`config.mk`:
```
export PLATFORM = sky130hd
export DESIGN_NAME = rscl_top
export DESIGN_NICKNAME = d
export VERILOG_FILES = /design/src/rscl_pkg.sv /design/src/rscl_strap_if.sv /design/src/rscl_sync.sv /design/src/rscl_top.sv
export VERILOG_INCLUDE_DIRS = /design/src /design/src/src
export SDC_FILE = /design/constraint.sdc
export NUM_CORES = 1
export LEC_CHECK = 0
export BUFFER_PORTS_ARGS = -buffer_cell sky130_fd_sc_hd__buf_4
export CAP_MARGIN = 20
export CORE_MARGIN = 3
export CORE_UTILIZATION = 43
export CTS_CLUSTER_DIAMETER = 100
export DETAILED_ROUTE_END_ITERATION = 16
export PLACE_DENSITY_LB_ADDON = 0.08
export SLEW_MARGIN = 20
export SYNTH_ARGS = -nofsm -noshare
export SYNTH_HDL_FRONTEND = slang
export SYNTH_SLANG_ARGS = --single-unit
```
`constraint.sdc`:
```
create_clock -name ref_clk_i -period 1.46 [get_ports ref_clk_i]
set_input_delay 0.073 -clock ref_clk_i [delete_from_list [all_inputs] [get_ports ref_clk_i]]
set_output_delay 0.073 -clock ref_clk_i [all_outputs]
set_load 0.01 [all_outputs]
```
`src/rscl_params.svh`:
```
// Purpose: Constants for the reset strap configuration latch
// Assumes: Straps are sampled from host data pins and the clock mode pin
// Notes:   Strap vector layout is fixed here and decoded only in rscl_top
`ifndef RSCL_PARAMS_SVH
`define RSCL_PARAMS_SVH

// Strap vector layout
`define RSCL_STRAP_W        6
`define RSCL_BIT_LANE       0
`define RSCL_BIT_ENDIAN     1
`define RSCL_BIT_BOOT_LO    2
`define RSCL_BIT_BOOT_HI    3
`define RSCL_BIT_HPEN       4
`define RSCL_BIT_CLKSRC     5

// Host data pin positions of the straps
`define RSCL_HD_LANE        12
`define RSCL_HD_ENDIAN      8
`define RSCL_HD_BOOT_LO     3
`define RSCL_HD_BOOT_HI     4
`define RSCL_HD_HPEN        14

// Reset defaults of the latched values
`define RSCL_DEF_LANE       1'h1
`define RSCL_DEF_ENDIAN     1'h1
`define RSCL_DEF_BOOT       2'h1
`define RSCL_DEF_HPEN       1'h1
`define RSCL_DEF_CLKSRC     1'h1

// Boot strap codes
`define RSCL_BOOT_HOST      2'h0
`define RSCL_BOOT_ROM8      2'h1
`define RSCL_BOOT_ROM16     2'h2
`define RSCL_BOOT_ROM32     2'h3

// Shared general I/O pins handed over when the host port is off
`define RSCL_GIO_SHARED     16'hFF0B
`define RSCL_GIO_NONE       16'h0000

`endif

```
`src/rscl_pkg.sv`:
```
// Purpose: Types for the reset strap configuration latch
// Assumes: Used through rscl_pkg:: only
// Notes:   Codes are written out in binary
package rscl_pkg;

  // Capture sequencer
  typedef enum logic {
    RSCL_ST_WAIT   = 1'b0,
    RSCL_ST_LOCKED = 1'b1
  } rscl_state_t;

  // Chip select one data width
  typedef enum logic [1:0] {
    RSCL_CS1_W8  = 2'b00,
    RSCL_CS1_W16 = 2'b01,
    RSCL_CS1_W32 = 2'b10
  } rscl_cs1_width_t;

endpackage : rscl_pkg

```
`src/rscl_strap_if.sv`:
```
// Purpose: Carries raw strap levels to the synchroniser and back
// Assumes: One clock domain on the core side
// Notes:   Width follows the strap vector
`timescale 1ns/1ps
`include "rscl_params.svh"

interface rscl_strap_if;
  logic [`RSCL_STRAP_W-1:0] pins;
  logic [`RSCL_STRAP_W-1:0] value;
  logic                     stable;

  modport sync (input pins, output value, output stable);
  modport core (output pins, input value, input stable);
endinterface : rscl_strap_if

```
`src/rscl_sync.sv`:
```
// Purpose: Three stage synchroniser bank for the strap pins
// Assumes: Pins are asynchronous to ref_clk_i
// Notes:   No reset on the chain so it samples while reset is held
`timescale 1ns/1ps
`include "rscl_params.svh"

module rscl_sync (
  input  wire logic  ref_clk_i,
  rscl_strap_if.sync strap
);

  logic [`RSCL_STRAP_W-1:0] s1_reg;
  logic [`RSCL_STRAP_W-1:0] s2_reg;
  logic [`RSCL_STRAP_W-1:0] s3_reg;

  ////////////////////////////////////////////////////////////////////////
  // Chain keeps running through reset so the pre-release levels arrive
  always_ff @(posedge ref_clk_i) begin
    s1_reg <= strap.pins;
    s2_reg <= s1_reg;
    s3_reg <= s2_reg;
  end

  // A level counts once the second and third stage agree
  assign strap.value  = s3_reg;
  assign strap.stable = (s2_reg == s3_reg);

endmodule : rscl_sync

```
`src/rscl_top.sv`:
```
// Purpose: Latch device configuration straps at reset release
// Assumes: Reset held at least three clock edges with straps steady
// Notes:   Latched values stay fixed until the next reset
`timescale 1ns/1ps
`include "rscl_params.svh"

module rscl_top #(
  parameter bit HAS_LANE_OPT = 1'b1
) (
  input  wire logic        ref_clk_i,
  input  wire logic        rst_i,
  input  wire logic [15:0] host_data_pins_i,
  input  wire logic        clk_src_strap_i,
  input  wire logic [15:0] gen_io_enable_bits_i,
  input  wire logic [15:0] gen_io_direction_bits_i,
  output logic             straps_locked_o,
  output logic             mem_byte_lane_sel_o,
  output logic             endian_sel_o,
  output logic             narrow_on_high_lane_o,
  output logic             host_boot_o,
  output rscl_pkg::rscl_cs1_width_t cs1_width_o,
  output logic             clk_src_sel_o,
  output logic             clk_src_reserved_o,
  output logic             clk_src_changed_o,
  output logic             host_port_en_o,
  output logic             audio_port_b_en_o,
  output logic [15:0]      gen_io_out_en_o,
  output logic [15:0]      gen_io_in_en_o
);

  ////////////////////////////////////////////////////////////////////////
  // Decode helpers

  // Width of chip select one for a boot code
  function automatic rscl_pkg::rscl_cs1_width_t boot_width(input logic [1:0] code);
    boot_width = (code == `RSCL_BOOT_ROM8)  ? rscl_pkg::RSCL_CS1_W8 :
                 (code == `RSCL_BOOT_ROM16) ? rscl_pkg::RSCL_CS1_W16 :
                                              rscl_pkg::RSCL_CS1_W32;
  endfunction : boot_width

  // Narrow data goes high only with lane strap high and big endian
  function automatic logic high_lane(input logic lane, input logic little);
    high_lane = lane & ~little;
  endfunction : high_lane

  ////////////////////////////////////////////////////////////////////////
  // Strap gathering and synchronisation

  rscl_strap_if strap ();

  logic                     lane_pin;
  logic [`RSCL_STRAP_W-1:0] raw_straps;

  // Base revision has no lane option and reads as its pull-up
  assign lane_pin = HAS_LANE_OPT ? host_data_pins_i[`RSCL_HD_LANE] : `RSCL_DEF_LANE;

  assign raw_straps = {clk_src_strap_i,
                       host_data_pins_i[`RSCL_HD_HPEN],
                       host_data_pins_i[`RSCL_HD_BOOT_HI],
                       host_data_pins_i[`RSCL_HD_BOOT_LO],
                       host_data_pins_i[`RSCL_HD_ENDIAN],
                       lane_pin};
  assign strap.pins = raw_straps;

  rscl_sync u_sync (
    .ref_clk_i (ref_clk_i),
    .strap     (strap)
  );

  ////////////////////////////////////////////////////////////////////////
  // Capture sequencer

  rscl_pkg::rscl_state_t state_reg;
  rscl_pkg::rscl_state_t state_next;
  logic                  capture;

  // Capture on the first agreeing sample after release
  assign capture    = (state_reg == rscl_pkg::RSCL_ST_WAIT) && strap.stable;
  assign state_next = capture ? rscl_pkg::RSCL_ST_LOCKED : state_reg;

  always_ff @(posedge ref_clk_i or posedge rst_i) begin
    if (rst_i) begin
      state_reg <= rscl_pkg::RSCL_ST_WAIT;
    end else begin
      state_reg <= state_next;
    end
  end

  ////////////////////////////////////////////////////////////////////////
  // Next values decoded from the synchronised straps

  logic       lane_v;
  logic       little_v;
  logic [1:0] boot_v;
  logic       hpen_v;
  logic       clksrc_v;

  assign lane_v   = strap.value[`RSCL_BIT_LANE];
  assign little_v = strap.value[`RSCL_BIT_ENDIAN];
  assign boot_v   = strap.value[`RSCL_BIT_BOOT_HI:`RSCL_BIT_BOOT_LO];
  assign hpen_v   = strap.value[`RSCL_BIT_HPEN];
  assign clksrc_v = strap.value[`RSCL_BIT_CLKSRC];

  ////////////////////////////////////////////////////////////////////////
  // Latched configuration, loaded once per reset

  always_ff @(posedge ref_clk_i or posedge rst_i) begin
    if (rst_i) begin
      mem_byte_lane_sel_o   <= `RSCL_DEF_LANE;
      narrow_on_high_lane_o <= high_lane(`RSCL_DEF_LANE, `RSCL_DEF_ENDIAN);
    end else if (capture) begin
      mem_byte_lane_sel_o   <= lane_v;
      narrow_on_high_lane_o <= high_lane(lane_v, little_v);
    end
  end

  always_ff @(posedge ref_clk_i or posedge rst_i) begin
    if (rst_i) begin
      endian_sel_o <= `RSCL_DEF_ENDIAN;
      host_boot_o  <= 1'h0;
      cs1_width_o  <= boot_width(`RSCL_DEF_BOOT);
    end else if (capture) begin
      endian_sel_o <= little_v;
      host_boot_o  <= (boot_v == `RSCL_BOOT_HOST);
      cs1_width_o  <= boot_width(boot_v);
    end
  end

  // clock source and reserved code flag
  always_ff @(posedge ref_clk_i or posedge rst_i) begin
    if (rst_i) begin
      clk_src_sel_o      <= `RSCL_DEF_CLKSRC;
      clk_src_reserved_o <= 1'h0;
    end else if (capture) begin
      clk_src_sel_o      <= clksrc_v;
      clk_src_reserved_o <= ~clksrc_v;
    end
  end

  // pin owner, from the strap only
  always_ff @(posedge ref_clk_i or posedge rst_i) begin
    if (rst_i) begin
      host_port_en_o    <= `RSCL_DEF_HPEN;
      audio_port_b_en_o <= ~`RSCL_DEF_HPEN;
    end else if (capture) begin
      host_port_en_o    <= hpen_v;
      audio_port_b_en_o <= ~hpen_v;
    end
  end

  // Locked flag mirrors the sequencer state
  always_ff @(posedge ref_clk_i or posedge rst_i) begin
    if (rst_i) begin
      straps_locked_o <= 1'h0;
    end else begin
      straps_locked_o <= (state_next == rscl_pkg::RSCL_ST_LOCKED);
    end
  end

  ////////////////////////////////////////////////////////////////////////
  // Clock source pin watch after lock

  logic clk_mismatch;

  assign clk_mismatch = (state_reg == rscl_pkg::RSCL_ST_LOCKED) && strap.stable &&
                        (clksrc_v != clk_src_sel_o);

  always_ff @(posedge ref_clk_i or posedge rst_i) begin
    if (rst_i) begin
      clk_src_changed_o <= 1'h0;
    end else begin
      clk_src_changed_o <= clk_mismatch;
    end
  end

  ////////////////////////////////////////////////////////////////////////
  // Shared general I/O gating

  logic [15:0] gio_mask;
  logic [15:0] gio_out_next;
  logic [15:0] gio_in_next;

  assign gio_mask     = audio_port_b_en_o ? `RSCL_GIO_SHARED : `RSCL_GIO_NONE;
  assign gio_out_next = gio_mask & gen_io_enable_bits_i & gen_io_direction_bits_i;
  assign gio_in_next  = gio_mask & gen_io_enable_bits_i & ~gen_io_direction_bits_i;

  always_ff @(posedge ref_clk_i or posedge rst_i) begin
    if (rst_i) begin
      gen_io_out_en_o <= `RSCL_GIO_NONE;
      gen_io_in_en_o  <= `RSCL_GIO_NONE;
    end else begin
      gen_io_out_en_o <= gio_out_next;
      gen_io_in_en_o  <= gio_in_next;
    end
  end
endmodule : rscl_top

```
-- Word-level counts from Yosys, hierarchy flattened
Cells that the tools add are included.
- bits in registers: 62
- bits in latches: 0
- RAM bits: 0
- memory bits (read-only): 0
- input port bits: 51
- logic and storage cells: 36
- memories kept: 0
- $add $sub $neg: 0
- multiply operators: 0
- divide/modulo/power cells: 0
- order comparisons: 0
- equal/unequal tests: 4
- shift operators: 0
- multiplexer cells: 3
- bitwise gates (word level): 9
- reductions and logical operators: 4
- operators by type and width (cell ; number):
    $and 16x16->16 ; 3
    $mux 16 ; 1
    $not 16->16 ; 1
    $eq 6x6->1 ; 1
    $mux 2 ; 2
    $not 1->1 ; 4
    $logic_and 1x1->1 ; 3
    $eq 2x1->1 const B ; 1
    $eq 2x2->1 const B ; 1
    $logic_not 2->1 ; 1
    $and 1x1->1 ; 1
    $ne 1x1->1 ; 1

-- Longest topological paths before layout
- word-level depth: 3
- gate-level depth with buffers: 5
- mapped depth without buffers: 4

-- Modules after synthesis
From an unflattened synthesis, not the netlist that was laid out.
- cells, all modules: 130
- area total of the unflattened synthesis: 1760.4 sq um
- by module, submodules not included (module ; times used ; cells each ; area each (sq um) ; sequential area each (sq um)):
    rscl_top ; 1 ; 104 ; 1331.3 ; 855.8
    rscl_sync ; 1 ; 26 ; 429.2 ; 360.3

-- Worst setup path before layout
No wires, ideal clock.
- path kind: reg2reg
- from: register u_sync.s3_reg[5] (netlist: u_sync.strap.value[5])
- to: register cs1_width_o[0]
- library setup time: 125 ps
- arrival time: 1148 ps
- required time: 1335 ps
- slack: 187 ps
- stages on the path, launching flop included: 6
- path buffers: 1
- period minus slack after synthesis: 1273 ps
- cells stage by stage: dfxtp_1 -> xor2_1 -> nor2_1 -> nand4b_1 -> buf_6 -> mux2_4
- longest elaborated chain between the ends: 2
- ends and longest elaborated chain (what ; line ; RTL):
    start, declared ; rscl_sync.sv:14 ; logic [`RSCL_STRAP_W-1:0] s3_reg;
    start signal, assigned ; rscl_sync.sv:21 ; s3_reg <= s2_reg;
    $eq 6x6->1 ; rscl_sync.sv:26 ; assign strap.stable = (s2_reg == s3_reg);
    $logic_and 1x1->1 ; rscl_top.sv:78 ; assign capture = (state_reg == rscl_pkg::RSCL_ST_WAIT) && strap.stable;
    end signal, assigned ; rscl_top.sv:121 ; cs1_width_o <= boot_width(`RSCL_DEF_BOOT);
    end signal, assigned ; rscl_top.sv:125 ; cs1_width_o <= boot_width(boot_v);
    end, declared ; rscl_top.sv:21 ; output rscl_pkg::rscl_cs1_width_t cs1_width_o,
No other way between the ends.
A chain may end at the register's enable or synchronous reset.

-- Worst setup path after layout
- from: register u_sync.s3_reg[0] (netlist: u_sync.strap.value[0])
- to: register narrow_on_high_lane_o
- longest elaborated chain between the ends: 2
- elaborated cells on any way between the ends: 3
- those cells by class: eq/ne (1); bitwise (1); reduce/logical (1)
- ends and longest elaborated chain (what ; line ; RTL):
    $eq 6x6->1 ; rscl_sync.sv:26 ;
    $logic_and 1x1->1 ; rscl_top.sv:78 ;
    end signal, assigned ; rscl_top.sv:110 ; narrow_on_high_lane_o <= high_lane(`RSCL_DEF_LANE, `RSCL_DEF_ENDIAN);
    end signal, assigned ; rscl_top.sv:113 ; narrow_on_high_lane_o <= high_lane(lane_v, little_v);
    end, declared ; rscl_top.sv:19 ; output logic narrow_on_high_lane_o,
Parallel ways exist; a longest one is shown, timed or not.

==> reports/metrics.csv <==
metric,value,unit
run status,"complete, no violations",
count of nets after finishing,280,
cell area after technology mapping,1760,um2
Worst Hold End,gen_io_in_en_o[12],
Sw Pwr,0.849,mW
average cell area after synthesis,13.3,um2
worst setup path startpoint,u_sync.strap.value[0],
number of clock sinks,52,
H-tree lvl count,2,
cell count after synthesis,132,
count of endpoints failing hold in the final timing report,0,
fraction of layout instances using a drive strength above 1,37.7,%
R2R setup slack,0.10,ns
deepest clock path buffer count,2,
CTS tree,yes,
setup bufs post-CTS,0,
CP Data Required Time,1.64,ns
summed area of non-filler cells in the final layout,2590,um2
sw frac,26.0,%
routed length per placed instance,12.4,um
via count of the routed design,1218,
Pre-Repair DR Iteration Count,4,
vias in the first global route,1245,
Leakage Power,1.41,nW
insertion delay of the later-clocked pin in the worst-skew pair,0.30,ns
total placed instance area,2260,um2
global-route wire length before repair,5820,um
DP Wirelength,2350,um
layout-stage area growth over the synthesis result,47.5,%
maximum fanout along the worst path,5,
slack of the critical path,0.102,ns
share of power burned in combinational logic,21.8,%
final-report setup violation count,0,
horizontal die dimension,69.9,um
core region area,3800,um2
endpoint of the worst-slack reg-to-reg timing path,narrow_on_high_lane_o,
Site Rows,22,
type of the worst setup path,reg2reg,
Total Routed Length,3420,um
largest family of logic cells by synthesized area,simple AND/OR/NAND/NOR gates,
peak ir drop on the vdd network,0.671,mV
warnings from Yosys,0,
"share of synthesized cell area in full adder, half adder and majority cells",1.42,%
depth of the worst hold-timing path,3,
root cell of the clock tree,sky130_fd_sc_hd__clkbuf_8,
post-synth cell types,19,
number of storage elements in the synthesis netlist,52,
number of top-level pins,95,
fraction of the cycle the final worst path needs,93.0,%
PortBufs,63,
r2r worst-path depth,5,
top_reg_cell synth,sky130_fd_sc_hd__dfrtp_1,
arrival time worst endpoint,1.54,ns
Hold Slack,0.0183,ns
placer's final routability congestion estimate,0.724,
Worst Min Path Start,gen_io_enable_bits_i[12],
Total Die Area,4890,um2
registers with the most flip-flops,"gen_io_in_en_o (11), gen_io_out_en_o (11)",
initial detailed-routing violation count,52,
post-synthesis xor/xnor area fraction,3.49,%
maximum clock rate,736,MHz
power per standard cell area,1260,nW/um2
type of element capturing the critical path,flop,
pin count of the biggest net entering global routing,35,
"Seq/Total Area, Yosys",69.2,%
simple-gate share of the synthesized area,11.3,%
Initial Utilization,46.2,%
post-layout min period,1.36,ns
Avg Vias per Cell,4.41,
setup slack after placement,0.0999,ns
gr ovfl total,0,
worst min-delay path class,in2reg,
startpoint of the worst register-to-register path,u_sync.strap.value[0],
Die H,69.9,um
number of enable flip-flop cells after synthesis,0,
global routing usage summed across all routing layers,15.4,%
setup TNS after final layout,0,ns
number of remaining DRC errors,0,
"Slew Viols, Final",0,
complex-gate fraction of the synthesized area,0,%
clock buffers created by TritonCTS,5,
ANT cells,0,
Int Pwr,2.41,mW
max capacitance violation total,0,
Final Util,68.2,%
share of flip-flops with an asynchronous set or reset after synthesis,65.4,%
unrepaired setup endpoints after global routing,no,
kind of launch point of the worst setup path,flop,
final clock skew,0.00772,ns
part of the total power dissipated in the clock network,23.2,%
"CTS clk-pin slew, worst paths",0.08,ns
share of synthesized area spent on multiplexers,7.69,%
number of antenna violations at the first check in global routing,0,
Reg power frac,55.0,%
antenna-violating nets left,0,
-- cell type report --
type | count | area, um2
inverters | 6 | 22.5
repair buffers | 92 | 753
clock inverters | 1 | 3.75
fillers | 282 | 1210
multi-input cells | 70 | 458
clock buffers | 7 | 76.3
well taps | 48 | 60.1
flip-flops and latches | 52 | 1220
-- cell usage in the layout, fill, tap and decap left out, drive strengths merged --
cell type     n
clkinv        1
and3         13
mux2i         3
dlygate4sd3  25
dfstp         4
mux2          7
ha            2
nand4b        1
and2b         1
dfxtp        18
conb         10
nand2        11
inv           6
or2           1
buf          67
clkbuf        7
dfrtp        30
xor2          7
nor2         14
-- layer usage --
layer	global-route usage, %	share of wire (%)	up-vias
li1	-	-	584
met1	17.4	38	569
met2	25.1	51	56
met4	9.36	2.6	0
met3	4.89	8.7	9
met5	0	0	-
-- per-stage QoR --
| stage | total power, mW | cells |
|---|---|---|
| after floorplan | 2.13 | 141 |
| after global placement | 2.46 | 243 |
| after detailed placement | 2.50 | 243 |
| after CTS | 3.31 | 276 |
| after global routing | 3.46 | 276 |
| final | 3.26 | 276 |
-- power groups by stage --
stage | clock network [mW] | registers [mW] | logic (mW)
6_report | 0.757 | 1.79 | 0.711
2_1_floorplan | 0 | 1.84 | 0.284
5_1_grt | 0.848 | 1.84 | 0.778
4_1_cts | 0.785 | 1.80 | 0.725
3_3_place_gp | 0 | 1.81 | 0.652
3_5_place_dp | 0 | 1.83 | 0.669
-- critical path: stages (launching register included) --
cell,delay (ns)
sky130_fd_sc_hd__dfxtp_1,0.34
sky130_fd_sc_hd__xor2_1,0.16
sky130_fd_sc_hd__nor2_1,0.13
sky130_fd_sc_hd__nand4b_1,0.13
sky130_fd_sc_hd__buf_4,0.19
sky130_fd_sc_hd__mux2_4,0.30
-- cells in the mapped netlist (all sizes together), types with 2 or more instances --
cell,instances,area share (%)
nor2,14,3.0
ha,2,1.4
inv,6,1.3
dfxtp,18,21
clkbuf,2,0.43
nand2,11,2.4
and3,13,4.7
mux2i,3,1.7
dfrtp,30,43
xor2,7,3.5
mux2,7,6.0
buf,11,4.9
dfstp,4,6.0
-- worst max path at each step --
stage                       endpoint  slack (ns)
6_report       narrow_on_high_lane_o        0.10
5_1_grt        narrow_on_high_lane_o       0.004
4_1_cts            audio_port_b_en_o        0.08
3_5_place_dp   narrow_on_high_lane_o         0.1
3_3_place_gp   narrow_on_high_lane_o        0.12
2_1_floorplan         cs1_width_o[0]        0.19
-- logic make-up after synthesis --
family,after synthesis
adders and majority gates,2
xor gates and xnor gates,7
and+or+nand+nor,41
DFF,52
muxes,10
other,1
buffers and inverters,19
-- repair_timing --
action / 4_1_cts / 5_1_grt
hold buffers: 25 / 0
endpoints found under the setup margin: 0 / 2
endpoints found under the hold margin: 47 / 0
resized for setup: 0 / 1
Power figures use the tool's default switching activity.
